$ cat src/include/link_reliability_defs.svh
// Contract
// - Monitor flags only while enable bit set; tallies run regardless of enable
// - Type zero counts link CRC errors
// - Type one counts caused L0-to-Recovery moves
// - Partner-initiated Recovery entries are ignored
// - Flag sets when tally reaches threshold
// - Flag sets only while monitoring enabled
// - Flag cleared only by software writing one
// - Eight-bit threshold field, default 0xFF
// - 24-bit microsecond window field, default 0xFFFFFF
// - Saturating error tally, cleared on retrain/down/enable
// - Tally freezes when unreliable, restarts at window end
// - Saturating microsecond window tally, same clears
// - Both tallies run while monitor disabled
`ifndef LINK_RELIABILITY_DEFS_SVH
`define LINK_RELIABILITY_DEFS_SVH

// ----------------------------------------------------------------
// Register offsets (byte addresses)
// ----------------------------------------------------------------
`define LRM_ADDR_W          16
`define LRM_OFF_CONTROL     16'h0560
`define LRM_OFF_STATUS      16'h0564
`define LRM_OFF_THRESHOLD   16'h5680
`define LRM_OFF_COUNTERS    16'h056C
`define LRM_OFF_IRQ_MASK    16'h0570

// ----------------------------------------------------------------
// Field positions
// ----------------------------------------------------------------
`define LRM_CTL_EN_BIT      0
`define LRM_CTL_TYPE_BIT    1
`define LRM_STS_FLAG_BIT    0
`define LRM_THR_ERR_LSB     0
`define LRM_THR_ERR_MSB     7
`define LRM_THR_WIN_LSB     8
`define LRM_THR_WIN_MSB     31

// ----------------------------------------------------------------
// Reset values
// ----------------------------------------------------------------
`define LRM_RST_CONTROL     2'h0
`define LRM_RST_ERR_THR     8'hFF
`define LRM_RST_WIN_LEN     24'hFFFFFF
`define LRM_RST_IRQ_MASK    1'h0

// ----------------------------------------------------------------
// Timing
// ----------------------------------------------------------------
`define LRM_CLK_PERIOD_NS   25
`define LRM_TIME_BASE_NS    1000
`define LRM_CYCLES_PER_US   (`LRM_TIME_BASE_NS / `LRM_CLK_PERIOD_NS)

`endif

$ cat src/include/link_reliability_pkg.sv
package link_reliability_pkg;

  typedef enum logic {
    ERR_TYPE_BIT        = 1'b0,
    ERR_TYPE_LINK_STATE = 1'b1
  } err_type_t;

  typedef struct packed {
    err_type_t err_type;
    logic      enable;
  } control_t;

endpackage

$ cat src/include/usec_tick_if.sv
`timescale 1ns/1ps
`default_nettype none

interface usec_tick_if;
  logic tick;
  modport source (output tick);
  modport sink   (input  tick);
endinterface

`default_nettype wire

$ cat src/core/link_reliability_monitor.sv
`timescale 1ns/1ps
`default_nettype none
`include "link_reliability_defs.svh"

module link_reliability_monitor
  import link_reliability_pkg::*;
#(
  parameter int ERR_W         = 8,
  parameter int WIN_W         = 24,
  parameter int CYCLES_PER_US = `LRM_CYCLES_PER_US
) (
  input  wire logic                    clock,
  input  wire logic                    sys_rst,
  input  wire logic                    clk_en,
  input  wire logic [`LRM_ADDR_W-1:0]  reg_addr,
  input  wire logic [31:0]             reg_wdata,
  input  wire logic                    reg_wr,
  input  wire logic                    reg_rd,
  output logic      [31:0]             reg_rdata,
  input  wire logic                    crc_error,
  input  wire logic                    l0_to_recovery,
  input  wire logic [3:0]              recovery_cause,
  input  wire logic                    recovery_by_partner,
  input  wire logic                    link_retrain_request,
  input  wire logic                    link_down_detect,
  output logic                         unreliable_link_flag,
  output logic                         irq
);

  if (ERR_W != `LRM_THR_ERR_MSB - `LRM_THR_ERR_LSB + 1) begin : g_bad_err_w
    $error("ERR_W must match the threshold field width");
  end
  if (WIN_W != `LRM_THR_WIN_MSB - `LRM_THR_WIN_LSB + 1) begin : g_bad_win_w
    $error("WIN_W must match the window field width");
  end
  if (CYCLES_PER_US < 1) begin : g_bad_cycles
    $error("CYCLES_PER_US must be at least one");
  end

  // ----------------------------------------------------------------
  // Helpers
  // ----------------------------------------------------------------
  function automatic logic hit(input logic [`LRM_ADDR_W-1:0] a,
                               input logic [`LRM_ADDR_W-1:0] off);
    hit = (a == off);
  endfunction

  // ----------------------------------------------------------------
  // State
  // ----------------------------------------------------------------
  control_t          control_q;
  logic              enable_prev_q;
  logic [ERR_W-1:0]  error_threshold_q;
  logic [WIN_W-1:0]  window_len_q;
  logic [ERR_W-1:0]  error_tally_q;
  logic [WIN_W-1:0]  window_tally_q;
  logic              flag_q;
  logic              irq_mask_q;
  logic              irq_q;
  logic [31:0]       rdata_q;

  usec_tick_if tick_bus ();

  usec_tick_gen #(
    .CYCLES_PER_US (CYCLES_PER_US)
  ) u_tick (
    .clock   (clock),
    .sys_rst (sys_rst),
    .clk_en  (clk_en),
    .tb      (tick_bus.source)
  );

  logic wr_control;
  logic wr_status;
  logic wr_threshold;
  logic wr_mask;
  assign wr_control   = reg_wr && hit(reg_addr, `LRM_OFF_CONTROL);
  assign wr_status    = reg_wr && hit(reg_addr, `LRM_OFF_STATUS);
  assign wr_threshold = reg_wr && hit(reg_addr, `LRM_OFF_THRESHOLD);
  assign wr_mask      = reg_wr && hit(reg_addr, `LRM_OFF_IRQ_MASK);

  // ----------------------------------------------------------------
  // Error event selection
  // ----------------------------------------------------------------
  logic link_state_err;
  logic error_event;
  logic clear_tallies;
  logic window_end;
  logic over_threshold;

  // Only self-initiated moves with a listed cause count
  assign link_state_err = l0_to_recovery && (|recovery_cause)
                          && !recovery_by_partner;

  always_comb begin
    case (control_q.err_type)
      ERR_TYPE_BIT:        error_event = crc_error;
      ERR_TYPE_LINK_STATE: error_event = link_state_err;
      default:             error_event = 1'b0;
    endcase
  end

  assign clear_tallies = link_retrain_request || link_down_detect
                         || (control_q.enable && !enable_prev_q);
  assign window_end     = (window_tally_q == window_len_q);
  assign over_threshold = (error_tally_q >= error_threshold_q);

  // ----------------------------------------------------------------
  // Configuration registers
  // ----------------------------------------------------------------
  always_ff @(posedge clock or posedge sys_rst) begin
    if (sys_rst) begin
      control_q     <= control_t'(`LRM_RST_CONTROL);
      enable_prev_q <= 1'b0;
    end else if (clk_en) begin
      enable_prev_q <= control_q.enable;
      if (wr_control) begin
        control_q.enable   <= reg_wdata[`LRM_CTL_EN_BIT];
        control_q.err_type <= err_type_t'(reg_wdata[`LRM_CTL_TYPE_BIT]);
      end
    end
  end

  // Zero is reserved for both fields; software is expected to avoid it
  always_ff @(posedge clock or posedge sys_rst) begin
    if (sys_rst) begin
      error_threshold_q <= `LRM_RST_ERR_THR;
      window_len_q      <= `LRM_RST_WIN_LEN;
    end else if (clk_en && wr_threshold) begin
      error_threshold_q <= reg_wdata[`LRM_THR_ERR_MSB:`LRM_THR_ERR_LSB];
      window_len_q      <= reg_wdata[`LRM_THR_WIN_MSB:`LRM_THR_WIN_LSB];
    end
  end

  always_ff @(posedge clock or posedge sys_rst) begin
    if (sys_rst) begin
      irq_mask_q <= `LRM_RST_IRQ_MASK;
    end else if (clk_en && wr_mask) begin
      irq_mask_q <= reg_wdata[`LRM_STS_FLAG_BIT];
    end
  end

  // ----------------------------------------------------------------
  // Error tally
  // ----------------------------------------------------------------
  // Runs regardless of the enable bit
  always_ff @(posedge clock or posedge sys_rst) begin
    if (sys_rst) begin
      error_tally_q <= '0;
    end else if (clk_en) begin
      if (clear_tallies) begin
        error_tally_q <= '0;
      end else if (flag_q) begin
        error_tally_q <= error_tally_q;
      end else if (window_end) begin
        error_tally_q <= '0;
      end else if (error_event && !(&error_tally_q)) begin
        error_tally_q <= error_tally_q + 1'b1;
      end
    end
  end

  // ----------------------------------------------------------------
  // Window tally, microsecond units
  // ----------------------------------------------------------------
  always_ff @(posedge clock or posedge sys_rst) begin
    if (sys_rst) begin
      window_tally_q <= '0;
    end else if (clk_en) begin
      if (clear_tallies) begin
        window_tally_q <= '0;
      end else if (flag_q) begin
        window_tally_q <= window_tally_q;
      end else if (window_end) begin
        window_tally_q <= '0;
      end else if (tick_bus.tick && !(&window_tally_q)) begin
        window_tally_q <= window_tally_q + 1'b1;
      end
    end
  end

  // ----------------------------------------------------------------
  // Unreliable-link flag and interrupt
  // ----------------------------------------------------------------
  // Set wins over a same-cycle write-one clear
  // An enable rise waits one cycle, so a stale tally cannot set the flag
  always_ff @(posedge clock or posedge sys_rst) begin
    if (sys_rst) begin
      flag_q <= 1'b0;
    end else if (clk_en) begin
      if (control_q.enable && enable_prev_q && over_threshold) begin
        flag_q <= 1'b1;
      end else if (wr_status && reg_wdata[`LRM_STS_FLAG_BIT]) begin
        flag_q <= 1'b0;
      end
    end
  end

  always_ff @(posedge clock or posedge sys_rst) begin
    if (sys_rst) begin
      irq_q <= 1'b0;
    end else if (clk_en) begin
      irq_q <= flag_q && irq_mask_q;
    end
  end

  // ----------------------------------------------------------------
  // Read path, data one cycle after the strobe
  // ----------------------------------------------------------------
  always_ff @(posedge clock or posedge sys_rst) begin
    if (sys_rst) begin
      rdata_q <= 32'h0000_0000;
    end else if (clk_en) begin
      rdata_q <= 32'h0000_0000;
      if (reg_rd) begin
        case (reg_addr)
          `LRM_OFF_CONTROL:   rdata_q <= {30'h0, control_q.err_type, control_q.enable};
          `LRM_OFF_STATUS:    rdata_q <= {31'h0, flag_q};
          `LRM_OFF_THRESHOLD: rdata_q <= {window_len_q, error_threshold_q};
          `LRM_OFF_COUNTERS:  rdata_q <= {window_tally_q, error_tally_q};
          `LRM_OFF_IRQ_MASK:  rdata_q <= {31'h0, irq_mask_q};
          default:            rdata_q <= 32'h0000_0000;
        endcase
      end
    end
  end

  assign reg_rdata            = rdata_q;
  assign unreliable_link_flag = flag_q;
  assign irq                  = irq_q;

endmodule

`default_nettype wire

$ cat src/core/usec_tick_gen.sv
`timescale 1ns/1ps
`default_nettype none

module usec_tick_gen #(
  parameter int CYCLES_PER_US = 40
) (
  input  wire logic   clock,
  input  wire logic   sys_rst,
  input  wire logic   clk_en,
  usec_tick_if.source tb
);

  localparam int CW = (CYCLES_PER_US > 1) ? $clog2(CYCLES_PER_US) : 1;
  localparam logic [CW-1:0] LAST = CW'(CYCLES_PER_US - 1);

  if (CYCLES_PER_US < 1) begin : g_bad_cycles
    $error("CYCLES_PER_US must be at least one");
  end

  logic [CW-1:0] div_q;
  logic          tick_q;

  // ----------------------------------------------------------------
  // Divider: one pulse per microsecond of core clock
  // ----------------------------------------------------------------
  always_ff @(posedge clock or posedge sys_rst) begin
    if (sys_rst) begin
      div_q  <= '0;
      tick_q <= 1'b0;
    end else if (clk_en) begin
      if (div_q == LAST) begin
        div_q  <= '0;
        tick_q <= 1'b1;
      end else begin
        div_q  <= div_q + 1'b1;
        tick_q <= 1'b0;
      end
    end
  end

  assign tb.tick = tick_q;

endmodule

`default_nettype wire

$ cat config.mk
export PLATFORM = sky130hd
export DESIGN_NAME = link_reliability_monitor
export DESIGN_NICKNAME = d
export VERILOG_FILES = /design/src/include/link_reliability_pkg.sv /design/src/include/usec_tick_if.sv /design/src/core/link_reliability_monitor.sv /design/src/core/usec_tick_gen.sv
export VERILOG_INCLUDE_DIRS = /design/src /design/src/include
export SDC_FILE = /design/constraint.sdc
export NUM_CORES = 1
export LEC_CHECK = 0
export ABC_AREA = 1
export BUFFER_PORTS_ARGS = -buffer_cell sky130_fd_sc_hd__buf_2
export CORE_MARGIN = 2
export CORE_UTILIZATION = 45
export DETAILED_ROUTE_END_ITERATION = 8
export PLACE_DENSITY = 0.65
export RECOVER_POWER = 50
export SYNTH_ARGS = -nofsm -noshare
export SYNTH_HDL_FRONTEND = slang
export SYNTH_HIERARCHICAL = 1
export SYNTH_SLANG_ARGS = --single-unit
$ cat constraint.sdc
create_clock -name clock -period 3.9 [get_ports clock]
set_input_delay 0.78 -clock clock [delete_from_list [all_inputs] [get_ports clock]]
set_output_delay 0.78 -clock clock [all_outputs]
set_load 0.01 [all_outputs]
* Yosys cells after proc, flatten, opt, wreduce, memory -nomap -nowiden
Index checks and enable logic that the tools add are counted.
Word-level totals: register bits after elaboration 109
Operators by class: $add $sub $neg 3, $lt $le $gt $ge 1, equal/unequal tests 8, mux-type cells 15, bitwise gates (word level) 1, reductions and logical operators 31
Operators by type and width (number):
- $pmux 32 s5 | 1
- $mux 24 | 4
- $eq 16x11->1 const B | 4
- $mux 32 | 1
- $mux 8 | 4
- $add 24x1->24 const B | 1
- $eq 24x24->1 | 1
- $reduce_and 24->1 | 1
- $eq 16x15->1 const B | 1
- $logic_and 1x1->1 | 15
- $add 8x1->8 const B | 1
- $ge 8x8->1 | 1
- $reduce_and 8->1 | 1
- $add 6x1->6 const B | 1
- $eq 6x6->1 const B | 1
- $mux 6 | 1
- $reduce_and 3->1 | 2
- $reduce_bool 3->1 | 2
- $logic_not 1->1 | 4
- $reduce_and 2->1 | 2
- $reduce_or 4->1 | 1
- $mux 1 | 3
- $logic_or 1x1->1 | 2
- $ne 2x1->1 const B | 1
- 3 further kinds | 3

* Longest topological paths before layout
Gate-level depths: netlist of run 1.
word-level depth 9, depth in mapped cells 13, gate-level depth less buffers 12

* Cells and area by module
The synthesis of run 1 kept the hierarchy.
By module, submodules not included:
- link_reliability_monitor | instances 1, cells an instance 882, area each 6348.6 um2, seq. area each 2592.5 um2
- usec_tick_gen | instances 1, cells an instance 44, area each 347.8 um2, seq. area each 175.2 um2

* Worst setup path after synthesis of run 1
OpenSTA, ideal clock, no wires.
path type input to register, from input port reg_addr[13], to register rdata_q[10], in the netlist reg_rdata[10], library setup time 0.066 ns, arrival time 1.896 ns, data required time 3.834 ns, path slack 1.938 ns, stages on the path 9, buffers on the path 1, path through nor2_1 nand2_1 nor2_1 and3_1 nand2_1 clkbuf_1 o21ai_1 nand3_1 nand2_1
Between the ends: longest elaborated chain between the ends 3
RTL lines:
- start: declaration | line link_reliability_monitor.sv:15 | input wire logic [`LRM_ADDR_W-1:0] reg_addr,
- $eq 16x11->1 / $eq 16x15->1 (equally long branches) | line link_reliability_monitor.sv:216 | case (reg_addr)
- $pmux 32 s5 (*) | line link_reliability_monitor.sv:216
- $mux 32 (*) | line link_reliability_monitor.sv:215 | if (reg_rd) begin
- end signal: assignment | line link_reliability_monitor.sv:217 | `LRM_OFF_CONTROL: rdata_q <= {30'h0, control_q.err_type, control_q.enable};
- end signal: assignment | line link_reliability_monitor.sv:218 | `LRM_OFF_STATUS: rdata_q <= {31'h0, flag_q};
- end signal: assignment | line link_reliability_monitor.sv:219 | `LRM_OFF_THRESHOLD: rdata_q <= {window_len_q, error_threshold_q};
- end: declaration | line link_reliability_monitor.sv:60 | logic [31:0] rdata_q;
Mark *: on every way between the ends. The rest lies on a longest branch, timed or not. A chain may end at the register's enable or synchronous reset.

==> results of run 1 <==
==> state kept, by name, indices dropped and copies added, names as in the netlist <==
| name | cells |
|---|---|
| reg_rdata | 32 |
| window_len_q | 24 |
| window_tally_q | 24 |
| error_tally_q | 8 |
| error_threshold_q | 8 |
| u_tick/div_q | 6 |
| control_q | 2 |
| enable_prev_q | 1 |
| irq | 1 |
| irq_mask_q | 1 |
| u_tick/tb.tick | 1 |
| unreliable_link_flag | 1 |
==> logic make-up after synthesis <==
| kind of cell | Yosys count | synth area share (%) |
|---|---|---|
| AO/OA/AOI/OAI | 46 | 3.532 |
| XOR/XNOR | 25 | 3.270 |
| adder cells (fa/ha/maj) | 11 | 2.055 |
| buffers and inverters | 135 | 8.819 |
| flip-flops | 109 | 41.33 |
| multiplexers | 30 | 5.045 |
| AND/OR/NAND/NOR | 570 | 35.95 |
==> cell usage in the layout (no fill, tap or decap) <==
| master | count |
|---|---|
| o21ai_1 | 18 |
| xor2_1 | 20 |
| and3b_1 | 1 |
| buf_4 | 2 |
| nand2_2 | 2 |
| xnor2_1 | 5 |
| nand2_1 | 344 |
| dfstp_2 | 32 |
| o211ai_1 | 1 |
| buf_2 | 75 |
| nand3_4 | 2 |
| o2111ai_1 | 1 |
| dfrtp_1 | 77 |
| nor3_1 | 4 |
| nand4_1 | 13 |
| ha_1 | 11 |
| or2_2 | 1 |
| clkinv_2 | 1 |
| or2_1 | 1 |
| clkbuf_1 | 25 |
| inv_2 | 5 |
| clkbuf_16 | 9 |
| inv_1 | 89 |
| bufinv_16 | 3 |
| nand3_2 | 3 |
| clkbuf_8 | 1 |
| nor2_2 | 7 |
| nand3_1 | 93 |
| nor2_1 | 94 |
| o21ai_0 | 20 |
| nand2_4 | 2 |
| and3_1 | 1 |
| a21oi_1 | 6 |
| mux2_2 | 30 |
| nor3_2 | 2 |
==> through the flow <==
stage	setup WS [ps]	total power, uW
final	954.9	2409
after global routing	726.6	2505
after CTS	1375	2439
after detailed placement	1106	1373
after global placement	1197	1369
after floorplan	497.5	1306
==> routing by layer <==
layer | global-route usage, % | vias up | routed length, microns
met5 | 0 | - | 0
met4 | 5.301 | 0 | 171
met3 | 3.951 | 12 | 843
met2 | 31.06 | 136 | 6833
met1 | 30.80 | 2627 | 8016
li1 | - | 3039 | -
==> power breakdown <==
group | switching (uW) | total (uW) | internal, uW | leakage [uW]
Combinational | 113 | 167 | 53.5 | 0.00215
Sequential | 24.7 | 1180 | 1160 | 0.00139
Clock | 414 | 1060 | 645 | 0.000167
Total | 552 | 2410 | 1860 | 0.00371
==> area by class of cell <==
| class | count | area share, % |
|---|---|---|
| inverter | 94 | 4.703 |
| sequential | 109 | 36.89 |
| tap | 184 | 3.069 |
| clock inverter | 4 | 1.268 |
| timing repair buffer | 100 | 6.354 |
| clock buffer | 12 | 3.286 |
| multi-input combinational | 682 | 44.43 |
==> cells in the mapped netlist (3+ instances only) <==
| master | instances | area (sq um) |
|---|---|---|
| nand2_1 | 343 | 1287 |
| nand3_1 | 93 | 465.5 |
| nor2_1 | 93 | 349.1 |
| inv_1 | 90 | 337.8 |
| dfrtp_1 | 77 | 1927 |
| dfstp_2 | 32 | 840.8 |
| mux2_2 | 30 | 337.8 |
| o21ai_0 | 20 | 100.1 |
| xor2_1 | 20 | 175.2 |
| o21ai_1 | 18 | 90.09 |
| nand4_1 | 13 | 81.33 |
| ha_1 | 11 | 137.6 |
| buf_4 | 10 | 75.07 |
| buf_2 | 8 | 40.04 |
| clkbuf_1 | 8 | 30.03 |
| nor2_2 | 8 | 50.05 |
| a21oi_1 | 6 | 30.03 |
| buf_1 | 6 | 22.52 |
| clkbuf_2 | 5 | 25.02 |
| xnor2_1 | 5 | 43.79 |
| buf_6 | 4 | 45.04 |
| inv_2 | 4 | 15.01 |
| nor3_1 | 4 | 20.02 |
| nand2_2 | 3 | 18.77 |
| nand3_2 | 3 | 30.03 |
==> worst paths after layout <==
check	startpoint	end	slack, ps
setup reg to reg	window_tally_q[0]	window_tally_q[5]	1380
min in group clock	reg_rdata[15]	reg_rdata[15]	480
hold / removal	sys_rst	u_tick/div_q[0]	350
hold reg to reg	reg_rdata[15]	reg_rdata[15]	480
max in group asynchronous	sys_rst	reg_rdata[5]	1470
setup / recovery	clk_en	reg_rdata[0]	950
==> worst max-delay path, cell delays in order <==
cell and delay (ps):
clkbuf_1 1040, inv_1 1020, nand2_1 270, nand2_1 70
==> flow_summary.ini, run 1 <==
[final_layout]
diodes = 0
fin_nets = 1069
final_core_util_pct = 51.62
layout-drive-gt1-share_pct = 17.68
regArea_sq_mm = 0.002768
syn2layout_area_growth_pct = 12.03
fin_cells = 1185
nFillCells = 1478
multiInputGateArea_sq_mm = 0.003333
design_area_sq_mm = 0.007502

[floorplan]
die_area_sq_mm = 0.01587
boundaryPins = 96
initial_core_util_pct = 46.07
row_count = 44
die_w_microns = 126.0
die_h_microns = 126.0
core_sq_mm = 0.01453

[timing]
rsz0062_at_grt = no
hold_violations = 0
fin_worst_skew_ps = 11.00
slew_headroom_pct = -13.88
slew_violations = 83
min_period_over_period_pct = 75.51
fmax_mhz = 339.6
final.setup.tns_ps = 0
setup_viol = 0
period_minus_slack_ps = 2945
holdWs_ps = 354.1
timing_worst_slew_pin_value_ps = 1708

[cts]
postCtsSetupBuffers = 0
clkLatencyLatePin_ps = 360
post_cts_resized = 0
holdBufCountCts = 0
cts_buffers = 9
cts_tree = done
cts.sinks = 109
clk_path_buf_depth = 2
cts-htree-levels = 3
ctsRootBufferMaster = clkbuf_16
cts.clk_slew.worst_paths_ps = 70

[setup_path]
setup.worst_path.end_class = flip-flop
worst-setup-path-type = in2reg
start_kind = input port
reg2reg_depth = 11
required_ps = 4150
cp.arrival_ps = 3200
crit_fanout = 33

[worst_hold_path]
hp-class = in2async

[placed_design]
place_inst = 1169
io_buffers = 95
dp_hpwl_microns = 11010
dpl_cell_area_sq_mm = 0.007204
gp_congestion = 0.9050

[power]
p_leak_uw = 0.003708
p_per_area_mw_per_mm2 = 321.1
ir_drop_uv = 374.2

[global_routing]
antenna_found_initial = 0
grt_max_degree = 83
grt_pass1_wl_microns = 26720
track_usage_pct = 20.67
grt-ovfl-total = 0
grt_pass1_vias = 5339

[detailed_routing]
num_vias = 5814
drtAntennaViolNets = 0
post_drt_wl_per_cell_microns = 13.39
drc = 0
via_per_inst = 4.906
initialDrtViolationCount = 420
first_pass_iters = 7
wirelength_microns = 15860

[yosys]
syn-instance-count = 926
ys_ff_latch = 109
dominantRegCellSynth = dfrtp_1
synth_edf_count = 0
synth_area_sq_mm = 0.006696
syn_nets = 999
ys_warn_count = 6
synth.avg_cell_area_sq_um = 7.232
ys_seq_area_share_pct = 41.33
ys_types = 34
postSynth.asyncResetShare_pct = 100.0

[run_status]
status = complete, but fails checks
violations = capacitance limit, slew limit

[run]
drv_cap = 1
Power figures use the tool's default switching activity.
==> run 2, diff against run 1 <==
Clock period 3.9 ns to 3 ns, I/O delays scaled along.
==> run 2 against run 1 <==
- the run now ends clean
- non-clock buffer count up 3
- highest routed layer unchanged
- critical path depth up 7
- hold slack worse by 170 ps
- first-iteration DRC count down 11%
- register-to-register slack worse by 660 ps
- critical path type is now reg2reg
- clock power up 16%
- sequential share of layout area about the same
==> flow_summary.ini, run 2 (synthesis results as in run 1) <==
[run_status]
status = completed

[global_routing]
use_met2_pct = 32.48
grt_max_degree = 59
gr-max-usage-layer = met2
grt_pass1_wl_microns = 27490
grt_pass1_vias = 5668
track_usage_pct = 21.09
antenna_found_initial = 0
use_met1_pct = 29.93
grt-ovfl-total = 0
use_met3_pct = 5.565

[power]
cell_internal_pwr_uw = 2271
p_seq_share_pct = 51.6
comb_power_share_pct = 7.1
clkPwrFrac_pct = 41.3
power_uw = 2978
switchingPower_uw = 706.5
p_per_area_mw_per_mm2 = 396.8
p_leak_uw = 0.003746
ir_drop_uv = 411.1
sw_frac_of_total_pct = 23.73

[timing]
min_period_over_period_pct = 76.02
fmax_mhz = 438.5
slew_headroom_pct = 2.582
slew_violations = 0
final.setup.tns_ps = 0
timing_worst_slew_pin_value_ps = 1461
hold_violations = 0
rsz0062_at_grt = no
fin_worst_skew_ps = 13.88
period_minus_slack_ps = 2281
finalWorstSetupSlack_ps = 719.3
setup_viol = 0

[setup_path]
worst-setup-path-type = reg2reg
cp.arrival_ps = 2530
required_ps = 3250
setup.worst_path.end_class = flip-flop
start_kind = flip-flop
crit_fanout = 24

[floorplan]
die_area_sq_mm = 0.01587
boundaryPins = 96
row_count = 44
core_sq_mm = 0.01453
die_h_microns = 126.0
die_w_microns = 126.0
initial_core_util_pct = 46.07

[cts]
holdBufCountCts = 0
clkLatencyLatePin_ps = 360
cts_buffers = 9
cts.sinks = 109
postCtsSetupBuffers = 0
post_cts_resized = 0
ctsRootBufferMaster = clkbuf_16
cts-htree-levels = 3
clk_path_buf_depth = 2
cts.clk_slew.worst_paths_ps = 70
cts_tree = done

[run]
drv_cap = 0

[detailed_routing]
wirelength_microns = 15620
first_pass_iters = 5
num_vias = 5894
initialDrtViolationCount = 374
via_per_inst = 4.961
drtAntennaViolNets = 0
drc = 0
post_drt_wl_per_cell_microns = 13.15

[final_layout]
layout_common_cells = nand2_1 (344), nor2_1 (94), nand3_1 (93), inv_1 (89), buf_2 (84)
layout_commonest_cell = nand2_1
multiInputGateArea_sq_mm = 0.003333
syn2layout_area_growth_pct = 12.07
layout-drive-gt1-share_pct = 19.02
fin_nets = 1072
diodes = 0
nFillCells = 1502
regArea_sq_mm = 0.002768
largest_reg_flops = 32

[placed_design]
gp_congestion = 0.8864
dp_hpwl_microns = 11120
preCtsSetupSlack_ps = 677.0
io_buffers = 95

[worst_hold_path]
hp-class = in2async
run 2: critical path: stages, from the launching register on:
cell     delay [ps]
dfrtp_1         540
ha_1            320
nand3_2         160
inv_2           120
nand2_1          90
nor2_2          200
nand3_1         140
nand2_2         100
nand3_4          80
buf_4           230
nand3_1         110
nand2_1          60
run 2: path summary, 6_finish.rpt:
| kind | startpoint | slack (ps) | endpoint | depth (start not counted) |
|---|---|---|---|---|
| min | sys_rst | 180 | u_tick/tb.tick | 2 |
| max | window_tally_q[0] | 720 | window_tally_q[20] | 11 |
| max reg2reg | window_tally_q[0] | 720 | window_tally_q[20] | 11 |
| max in group asynchronous | sys_rst | 820 | reg_rdata[17] | 3 |
| min reg2reg | reg_rdata[5] | 480 | reg_rdata[5] | 2 |
| min in group clock | reg_wdata[24] | 470 | window_len_q[16] | 2 |
run 2: area by class of cell:
cell class	instances	area share, %
Clock buffer	13	3.468
Clock inverter	3	0.5835
Inverter	94	4.718
Multi-Input combinational cell	682	44.41
Sequential cell	109	36.88
Tap cell	184	3.068
Timing Repair Buffer	103	6.869
run 2: per-stage QoR:
stage	std cells	hold WS [ps]	area [sq um]	util [%]
after floorplan	926	403.4	6700	-
after global placement	1172	458.6	7241	49.82
after detailed placement	1172	459.9	7241	49.82
after CTS	1188	199.6	7545	51.91
after global routing	1188	192.4	7505	51.64
final	1188	180.8	7505	51.64
run 2: per-layer routing:
layer  routed length [microns]  up-vias
met2                      6819      129
met1                      7675     2706
met4                       184        0
li1                          -     3047
met5                         0        -
met3                       940       12
run 2: power by group through the flow:
stage,Sequential [uW],Clock [uW],Combinational (uW)
final,1540,1230,212
after global routing,1540,1320,251
after floorplan,1560,0,143
after detailed placement,1560,0,223
after CTS,1540,1260,225
after global placement,1560,0,220
